## src/rtl/cfg_decode_pkg.sv

```systemverilog
// package: field layout, offsets and codes of the configuration words
`default_nettype none
package cfg_decode_pkg;
    // register offsets of the plain register port (byte addresses)
    localparam logic [3:0] OFS_PROTECT_DEBUG = 4'h0;
    localparam logic [3:0] OFS_CLOCK_WATCHDOG = 4'h4;
    localparam logic [3:0] OFS_STATUS = 4'h8;
    localparam logic [3:0] OFS_SCAN_CTRL = 4'hc;
    // word 0 field positions
    localparam int W0_CODE_PROTECT = 28;
    localparam int W0_BOOT_WP = 24;
    localparam int W0_PWP_LSB = 10;
    localparam int PWP_WIDTH = 10;
    localparam int W0_PAIR_LSB = 3;
    localparam int W0_SCAN_EN = 2;
    localparam int W0_DEBUG_LSB = 0;
    // word 1 field positions
    localparam int W1_WIN_LSB = 24;
    localparam int W1_WDT_EN = 23;
    localparam int W1_NONWIN = 22;
    localparam int W1_PS_LSB = 16;
    localparam int W1_CKSM_LSB = 14;
    localparam int W1_PBDIV_LSB = 12;
    localparam int W1_CLOCK_OUT_SIGNAL_N = 10;
    localparam int W1_POSC_LSB = 8;
    localparam int W1_TWO_SPEED = 7;
    localparam int W1_SOSC_EN = 5;
    localparam int W1_NOSC_LSB = 0;
    // page size and largest postscale code
    localparam logic [19:0] PAGE_BYTES = 20'h00400;
    localparam logic [4:0] PS_MAX = 5'h14;
    // reset values of the captured words: all ones, all protection off
    localparam logic [31:0] WORD_RESET = 32'hffffffff;
    // window sizes in eighths of the period
    localparam logic [2:0] WIN_25 = 3'h2;
    localparam logic [2:0] WIN_37 = 3'h3;
    localparam logic [2:0] WIN_50 = 3'h4;
    localparam logic [2:0] WIN_75 = 3'h6;

    typedef enum logic [1:0] {
        POSC_EXT_CLK = 2'b00,
        POSC_STD_XTAL = 2'b01,
        POSC_HS_XTAL = 2'b10,
        POSC_OFF = 2'b11
    } posc_mode_t;

    typedef enum logic [2:0] {
        OSC_FAST_RC = 3'b000,
        OSC_FRC_DIV_PLL = 3'b001,
        OSC_PRIMARY = 3'b010,
        OSC_PRIMARY_PLL = 3'b011,
        OSC_SECONDARY = 3'b100,
        OSC_LOW_POWER_RC = 3'b101,
        OSC_FRC_DIV16 = 3'b110,
        OSC_FRC_DIVIDED = 3'b111
    } osc_sel_t;

    typedef enum logic [1:0] {
        LOAD_IDLE = 2'b00,
        LOAD_CAPTURE = 2'b01,
        LOAD_DONE = 2'b10
    } load_state_t;

    // decoded protection and debug settings
    typedef struct packed {
        logic [19:0] protectLimit;
        logic pageProtectOn;
        logic bootWritable;
        logic codeProtectOn;
        logic [1:0] debugPair;
        logic scanPortEnable;
        logic debuggerEnable;
    } protect_cfg_t;

    // decoded clock and watchdog settings
    typedef struct packed {
        logic [2:0] windowEighths;
        logic watchdogForced;
        logic windowMode;
        logic [4:0] postscaleShift;
        logic clockSwitchEn;
        logic failSafeEn;
        logic [3:0] periphDivisor;
        logic clockOutActive;
        posc_mode_t primaryOscMode;
        logic twoSpeedStartup;
        logic secondaryOscEn;
        osc_sel_t initialOsc;
    } clock_cfg_t;
endpackage : cfg_decode_pkg
`default_nettype wire

```

## src/rtl/cfg_word_store.sv

```systemverilog
// small memory holding the captured configuration words
`default_nettype none
module cfg_word_store #(
    parameter int DEPTH = 2,
    parameter int WIDTH = 32
) (
    input wire logic clock,
    input wire logic reset,
    input wire logic writeEnable,
    input wire logic [0:0] writeIndex,
    input wire logic [WIDTH-1:0] writeData,
    input wire logic [0:0] readIndex,
    output logic [WIDTH-1:0] readData
);
    initial begin
        if (DEPTH != 2 || WIDTH < 1) begin
            $error("cfg_word_store: DEPTH must be 2");
        end
    end

    logic [WIDTH-1:0] words [DEPTH];

    // storage resets to erased flash, all ones
    always_ff @(posedge clock or posedge reset) begin
        if (reset) begin
            words[0] <= '1;
            words[1] <= '1;
        end else if (writeEnable) begin
            words[writeIndex] <= writeData;
        end
    end

    // registered read port
    always_ff @(posedge clock or posedge reset) begin
        if (reset) begin
            readData <= '1;
        end else begin
            readData <= words[readIndex];
        end
    end
endmodule // cfg_word_store
`default_nettype wire

```

## src/rtl/config_word_decoder.sv

```systemverilog
// configuration word loader and decoder
// Function
// - page protect field is ones' complement of page count; all ones disables.
// - each page is 0x400 bytes; memory below count times page is protected.
// - page protection acts only while boot write-protect bit 24 is clear.
// - debug pair 1 for 11, pair 2 for 10, pair 3 for 01; 00 reserved.
// - scan enable bit 2 enables scan port and seeds runtime scan enable.
// - debugger disabled when upper bit set; forced off under code protection.
// - window size 25, 37.5, 50, 75 percent for codes 11, 10, 01, 00.
// - watchdog enable bit forces watchdog on; else software may start it.
// - watchdog mode bit 1 selects non-window, 0 selects window operation.
// - postscale code n gives ratio one to two to the n.
// - postscale codes above 10100 behave as 10100.
// - switch/monitor field: 1x none, 01 switching only, 00 both.
// - peripheral bus clock is system clock divided by 1, 2, 4 or 8.
// - clock out active when enable_n is 0 and primary mode 11 or 00.
// - primary mode: 11 off, 10 high-speed, 01 standard crystal, 00 external.
// - switchover bit enables two-speed start-up when 1.
// - secondary oscillator enabled when its bit is 1.
// - initial oscillator field selects one of eight clock sources.
// - boot write-protect bit 0 makes boot flash non-writable.
// - code-protect bit 0 blocks external read and modify of flash.
//
// The address-and-strobe port and the address map were chosen for this implementation.
`default_nettype none
module config_word_decoder (
    input wire logic clock,
    input wire logic reset,
    input wire logic [31:0] nvWordProtectDebug,
    input wire logic [31:0] nvWordClockWatchdog,
    input wire logic [3:0] address,
    input wire logic [31:0] writeData,
    input wire logic writeStrobe,
    input wire logic readStrobe,
    output logic [31:0] readData,
    input wire logic watchdogSoftEnable,
    output logic configValid,
    output cfg_decode_pkg::protect_cfg_t protectCfg,
    output cfg_decode_pkg::clock_cfg_t clockCfg,
    output logic watchdogRunning,
    output logic runtimeScanEnable,
    output logic clockOutDrive
);
    // loader state: captures word 0, then word 1, then stays done
    cfg_decode_pkg::load_state_t state;
    cfg_decode_pkg::load_state_t next_state;
    logic [0:0] loadIndex;
    logic [0:0] next_loadIndex;
    logic storeWrite;
    logic [0:0] storeReadIndex;
    logic [31:0] storeReadData;
    logic [31:0] word0;
    logic [31:0] word1;

    // divisor from the two-bit field, used only by the clock decode, not by readback
    function automatic logic [3:0] divisorOf(input logic [1:0] code);
        divisorOf = 4'h1 << code;
    endfunction

    // postscale code clamped to the largest defined value
    function automatic logic [4:0] clampPs(input logic [4:0] code);
        clampPs = (code > cfg_decode_pkg::PS_MAX) ?
            cfg_decode_pkg::PS_MAX : code;
    endfunction

    // capture sequence: the words are sampled while reset is released
    // and are never taken again until the next reset
    always_comb begin
        next_state = state;
        next_loadIndex = loadIndex;
        case (state)
            cfg_decode_pkg::LOAD_IDLE: begin
                next_state = cfg_decode_pkg::LOAD_CAPTURE;
                next_loadIndex = 1'b0;
            end
            cfg_decode_pkg::LOAD_CAPTURE: begin
                if (loadIndex == 1'b1) begin
                    next_state = cfg_decode_pkg::LOAD_DONE;
                end
                next_loadIndex = 1'b1;
            end
            cfg_decode_pkg::LOAD_DONE: begin
                next_state = cfg_decode_pkg::LOAD_DONE;
            end
            default: begin
                next_state = cfg_decode_pkg::LOAD_IDLE;
            end
        endcase
    end

    // store only written by the loader, never by the bus
    assign storeWrite = (state == cfg_decode_pkg::LOAD_CAPTURE);

    always_ff @(posedge clock or posedge reset) begin
        if (reset) begin
            state <= cfg_decode_pkg::LOAD_IDLE;
            loadIndex <= 1'b0;
        end else begin
            state <= next_state;
            loadIndex <= next_loadIndex;
        end
    end

    cfg_word_store #(
        .DEPTH(2),
        .WIDTH(32)
    ) u_store (
        .clock(clock),
        .reset(reset),
        .writeEnable(storeWrite),
        .writeIndex(loadIndex),
        .writeData(loadIndex == 1'b0 ? nvWordProtectDebug
                                     : nvWordClockWatchdog),
        .readIndex(storeReadIndex),
        .readData(storeReadData)
    );

    // flop copies for the decoders, taken at the same edges as the store
    always_ff @(posedge clock or posedge reset) begin
        if (reset) begin
            word0 <= cfg_decode_pkg::WORD_RESET;
            word1 <= cfg_decode_pkg::WORD_RESET;
        end else if (storeWrite && loadIndex == 1'b0) begin
            word0 <= nvWordProtectDebug;
        end else if (storeWrite && loadIndex == 1'b1) begin
            word1 <= nvWordClockWatchdog;
        end
    end

    // word 0 field decode
    wire logic [9:0] pwpField = word0[cfg_decode_pkg::W0_PWP_LSB +: 10];
    wire logic [9:0] pageCount = ~pwpField;
    wire logic bootWp = word0[cfg_decode_pkg::W0_BOOT_WP];
    wire logic codeProt = ~word0[cfg_decode_pkg::W0_CODE_PROTECT];
    wire logic [1:0] pairCode = word0[cfg_decode_pkg::W0_PAIR_LSB +: 2];
    wire logic [1:0] dbgField = codeProt ? 2'b11
        : word0[cfg_decode_pkg::W0_DEBUG_LSB +: 2];
    wire logic [19:0] limit = 20'(pageCount) * cfg_decode_pkg::PAGE_BYTES;

    // pair 1 for 11, pair 2 for 10, pair 3 for 01, none for reserved 00
    wire logic [1:0] pairNumber = (pairCode == 2'b00) ? 2'h0
        : 2'(2'h3 - pairCode + 2'h1);

    // word 1 field decode
    wire logic [1:0] winCode = word1[cfg_decode_pkg::W1_WIN_LSB +: 2];
    wire logic [1:0] cksm = word1[cfg_decode_pkg::W1_CKSM_LSB +: 2];
    wire logic [1:0] posc = word1[cfg_decode_pkg::W1_POSC_LSB +: 2];
    wire logic clkoN = word1[cfg_decode_pkg::W1_CLOCK_OUT_SIGNAL_N];
    wire logic wdtForced = word1[cfg_decode_pkg::W1_WDT_EN];

    // window size in eighths of the watchdog period
    logic [2:0] winEighths;
    always_comb begin
        case (winCode)
            2'b11: winEighths = cfg_decode_pkg::WIN_25;
            2'b10: winEighths = cfg_decode_pkg::WIN_37;
            2'b01: winEighths = cfg_decode_pkg::WIN_50;
            default: winEighths = cfg_decode_pkg::WIN_75;
        endcase
    end

    // clock out needs primary off or external clock
    wire logic clkoOk = ~clkoN &&
        (posc == 2'b11 || posc == 2'b00);

    // outputs are registered once loading is done, so they hold still
    wire logic loaded = (state == cfg_decode_pkg::LOAD_DONE);

    always_ff @(posedge clock or posedge reset) begin
        if (reset) begin
            protectCfg <= '0;
        end else if (loaded && !configValid) begin
            protectCfg.protectLimit <= limit;
            protectCfg.pageProtectOn <= (pwpField != 10'h3ff)
                && !bootWp;
            protectCfg.bootWritable <= bootWp;
            protectCfg.codeProtectOn <= codeProt;
            protectCfg.debugPair <= pairNumber;
            protectCfg.scanPortEnable <=
                word0[cfg_decode_pkg::W0_SCAN_EN];
            protectCfg.debuggerEnable <= ~dbgField[1];
        end
    end

    always_ff @(posedge clock or posedge reset) begin
        if (reset) begin
            clockCfg <= '0;
        end else if (loaded && !configValid) begin
            clockCfg.windowEighths <= winEighths;
            clockCfg.watchdogForced <= wdtForced;
            clockCfg.windowMode <=
                ~word1[cfg_decode_pkg::W1_NONWIN];
            clockCfg.postscaleShift <= clampPs(
                word1[cfg_decode_pkg::W1_PS_LSB +: 5]);
            clockCfg.clockSwitchEn <= ~cksm[1];
            clockCfg.failSafeEn <= (cksm == 2'b00);
            clockCfg.periphDivisor <= divisorOf(
                word1[cfg_decode_pkg::W1_PBDIV_LSB +: 2]);
            clockCfg.clockOutActive <= clkoOk;
            clockCfg.primaryOscMode <=
                cfg_decode_pkg::posc_mode_t'(posc);
            clockCfg.twoSpeedStartup <=
                word1[cfg_decode_pkg::W1_TWO_SPEED];
            clockCfg.secondaryOscEn <=
                word1[cfg_decode_pkg::W1_SOSC_EN];
            clockCfg.initialOsc <= cfg_decode_pkg::osc_sel_t'(
                word1[cfg_decode_pkg::W1_NOSC_LSB +: 3]);
        end
    end

    always_ff @(posedge clock or posedge reset) begin
        if (reset) begin
            configValid <= 1'b0;
        end else if (loaded) begin
            configValid <= 1'b1;
        end
    end

    // runtime scan enable: seeded from the word, then software owns it
    logic scanCtrlWrite;
    assign scanCtrlWrite = writeStrobe &&
        address == cfg_decode_pkg::OFS_SCAN_CTRL && configValid;

    always_ff @(posedge clock or posedge reset) begin
        if (reset) begin
            runtimeScanEnable <= 1'b0;
        end else if (loaded && !configValid) begin
            runtimeScanEnable <=
                word0[cfg_decode_pkg::W0_SCAN_EN];
        end else if (scanCtrlWrite) begin
            runtimeScanEnable <= writeData[0];
        end
    end

    // software cannot stop a forced watchdog; otherwise it may run it
    assign watchdogRunning = configValid &&
        (clockCfg.watchdogForced || watchdogSoftEnable);

    // clock drive only after the settings are final
    assign clockOutDrive = configValid && clockCfg.clockOutActive;

    // register reads: store answers one cycle later, others are muxed
    // here so all data lands in the same cycle; writes to the words
    // are dropped since the store has no bus write path
    assign storeReadIndex = (address == cfg_decode_pkg::OFS_CLOCK_WATCHDOG);

    logic [3:0] readAddr;
    logic readPending;
    always_ff @(posedge clock or posedge reset) begin
        if (reset) begin
            readAddr <= 4'h0;
            readPending <= 1'b0;
        end else begin
            readAddr <= address;
            readPending <= readStrobe;
        end
    end

    wire logic [31:0] statusWord = {30'h0, configValid, runtimeScanEnable};

    always_comb begin
        readData = 32'h0;
        if (readPending) begin
            case (readAddr)
                cfg_decode_pkg::OFS_PROTECT_DEBUG,
                cfg_decode_pkg::OFS_CLOCK_WATCHDOG: begin
                    readData = storeReadData;
                end
                cfg_decode_pkg::OFS_STATUS: readData = statusWord;
                cfg_decode_pkg::OFS_SCAN_CTRL: begin
                    readData = {31'h0, runtimeScanEnable};
                end
                default: readData = 32'h0;
            endcase
        end
    end
endmodule // config_word_decoder
`default_nettype wire

```

## config.mk

```make
export PLATFORM = sky130hd
export DESIGN_NAME = config_word_decoder
export DESIGN_NICKNAME = d
export VERILOG_FILES = /design/src/rtl/cfg_decode_pkg.sv /design/src/rtl/cfg_word_store.sv /design/src/rtl/config_word_decoder.sv
export SDC_FILE = /design/constraint.sdc
export NUM_CORES = 1
export LEC_CHECK = 0
export BUFFER_PORTS_ARGS = -buffer_cell sky130_fd_sc_hd__buf_2
export CORE_MARGIN = 1.5
export CORE_UTILIZATION = 53
export CTS_BUF_LIST = sky130_fd_sc_hd__clkbuf_4
export DETAILED_ROUTE_END_ITERATION = 16
export HOLD_SLACK_MARGIN = 0.02
export PLACE_DENSITY = 0.8
export SYNTH_ARGS = -nofsm -noshare
export SYNTH_HDL_FRONTEND = slang
export SYNTH_SLANG_ARGS = --single-unit
```

## constraint.sdc

```tcl
create_clock -name clock -period 6.9 [get_ports clock]
set_clock_uncertainty 0.05 [all_clocks]
set_input_delay 1.035 -clock clock [delete_from_list [all_inputs] [get_ports clock]]
set_output_delay 1.035 -clock clock [all_outputs]
set_load 0.02 [all_outputs]
```

==> out/metrics.csv <==
metric;value;unit
die_w;120;um
wl_per_cell;15.0;um
rows;42;
fmax;270;MHz
cp-startpoint;readAddr[1];
cp_slowest_cell;nor2_2;
num_antenna_cells;0;
nFillCells;1123;
path_cells;or3b_1, nor2_2, and2_1, buf_2;
yosysUniqueCellTypes;35;
cp_slowest_stage_delay;810;ps
via_per_inst;4.87;
gr-usage-all-layers;22.7;%
run_status;complete, no violations;
drt_iter0_markers;348;
routabilityCongestion;0.811;
reg2reg_depth;5;
final_layout_size_suffix_gt1_share;40.5;%
timing.rr.start;state[1];
hold_class;register to register;
clkTransAtPathRegs;130;ps
detail_route.wirelength;15.1;mm
grt_max_degree;103;
worstReg2RegEnd;u_store.words[49];
layout_common_cells;nand2_1, buf_2, dfstp_2;
first_global_vias;5060;
die_h;120;um
crit_type;register to output pin;
start_util;54.6;%
cts_hold_buf;0;
clockBufferDepth;2;
cellLeakagePower;4.22;nW
required;5810;ps
synth_area_per_cell;10.8;sq um
syn-instance-count;677;
routed-via-count;4899;
p_per_area;232;nW/um^2
mostFrequentLayoutCell;nand2_1;
cts_setup_buffers;0;
drc;0;
maxSlewHeadroom;26.2;%
insertion_delay;560;ps
numPortBuffers;150;
dieArea;14500;sq um
hpwl;10.2;mm
ir_drop;170;uV
place_inst;973;
cp.arrival;2620;ps
fin_crit_sh;53.7;%
period_needed;3700;ps
yosys_warnings;0;
final_cells;1005;
ant_nets;0;
cp-endpoint;readData[8];
final-hold-violation-count;0;
startpoint_type;register;
ys_seq_area_share;65.4;%
clockRootBuffer;clkbuf_4;
io_pins;192;
endpoint_kind;output pin;
rsz0062_at_grt;no;
final-max-slew-violation-count;0;
netlist_area;7290;sq um
grt_overflow;0;
max_cap_violations;0;
cts.sinks;184;
cts_tree;built;
finalNetCount;925;
cts_resized;0;
synth_seq_cells;184;
core;13300;sq um
tns;0;ps
antenna_found_initial;2;
grt_pass1_wl;24.8;mm
h-tree-depth;4;
crit_fanout;30;
numCtsBuffers;17;
first_pass_iters;4;
finalSetupViolCount;0;
worst_slew_pin_slew;1100;ps
area_delta_synth_final;15.2;%
hp-start;u_store.words[55];
rrSetupSlack;4760;ps
state kept, by name, indices dropped and copies added, names as in the netlist:
| register | flops |
|---|---|
| u_store.words | 64 |
| u_store.readData | 32 |
| clockCfg | 24 |
| word1 | 21 |
| protectCfg | 17 |
| word0 | 16 |
| readAddr | 4 |
| state | 2 |
| configValid | 1 |
| loadIndex | 1 |
| readPending | 1 |
| runtimeScanEnable | 1 |
metal layers:
| layer | share of wire [%] | track usage, % | vias to the layer above | routed length [um] |
|---|---|---|---|---|
| met5 | 0.079 | 0 | - | 12 |
| met3 | 5.9 | 6.04 | 25 | 885 |
| met1 | 43 | 28.4 | 2342 | 6540 |
| met2 | 49 | 37.5 | 144 | 7330 |
| met4 | 2.2 | 9.41 | 2 | 329 |
| li1 | - | - | 2386 | - |
metrics by stage:
| step | power (mW) | setup slack, ps | instance area [sq um] | utilization (%) | hold WS (ps) |
|---|---|---|---|---|---|
| global route | 2.04 | 2920 | 8400 | 62.9 | 428 |
| detailed placement | 1.37 | 3740 | 8110 | 60.8 | 396 |
| finish | 1.95 | 3200 | 8400 | 62.9 | 414 |
| CTS | 1.97 | 3080 | 8400 | 62.9 | 416 |
| floorplan | 1.31 | 1030 | 7330 | - | 386 |
| global placement | 1.37 | 3750 | 8110 | 60.8 | 394 |
worst max-delay path: cells and delay by family, from the launching register on:
kind	cells	cell delay, ps
flip-flops	1	380
AND/OR/NAND/NOR	3	1500
buffers and inverters	1	170
cell usage after synthesis, drive strengths merged:
cell type,number,share of area (%)
nor2b,2,0.17
dfstp,133,48
a31oi,1,0.086
a21o,1,0.10
and2,32,2.7
dfrtp,51,18
nand3,1,0.069
a21oi,2,0.14
mux2i,1,0.14
nand4,2,0.17
clkbuf,18,0.98
nor3,1,0.069
or3,1,0.086
o21ai,30,2.1
o21a,1,0.10
or3b,2,0.27
ha,4,0.69
mux2,44,6.8
xor2,1,0.12
o31ai,5,0.51
nor2,4,0.43
or2,1,0.086
nand2,298,15
buf,24,2.2
nand2b,8,0.69
conb,1,0.051
nand3b,1,0.10
inv,7,0.36
kinds of logic after synthesis:
family                   Yosys count  synth area share [%]
AND/OR/NAND/NOR                  353                  20.2
flip-flops                       184                  65.4
buffers and inverters             49                  3.55
multiplexers                      45                  6.93
AO/OA/AOI/OAI                     40                  3.00
adder cells (fa/ha/maj)            4                 0.686
other                              1                0.0514
XOR/XNOR                           1                 0.120
where the power goes:
| part | leakage [nW] | switching (mW) | internal, mW |
|---|---|---|---|
| Clock | 0.137 | 0.351 | 0.244 |
| Sequential | 2.00 | 0.0295 | 1.17 |
| Combinational | 2.09 | 0.0944 | 0.0585 |
| Total | 4.22 | 0.475 | 1.47 |
layout make-up:
class / instances / area [sq um] / share of cell area (%)
Tap cell: 176 / 220 / 2.62
Sequential cell: 184 / 4770 / 56.8
Inverter: 7 / 31.3 / 0.373
Clock inverter: 15 / 160 / 1.91
Clock buffer: 17 / 128 / 1.52
Timing Repair Buffer: 153 / 773 / 9.21
Multi-Input combinational cell: 453 / 2310 / 27.6
worst min path at each step:
stage	endpoint	slack, ps	depth (start not counted)
finish	u_store.words[55]	410	2
global route	u_store.words[7]	430	2
CTS	u_store.words[55]	420	2
detailed placement	u_store.words[55]	400	2
global placement	u_store.words[34]	390	2
floorplan	word0[1]	390	2
No activity file was read; power rests on OpenSTA's default activity.
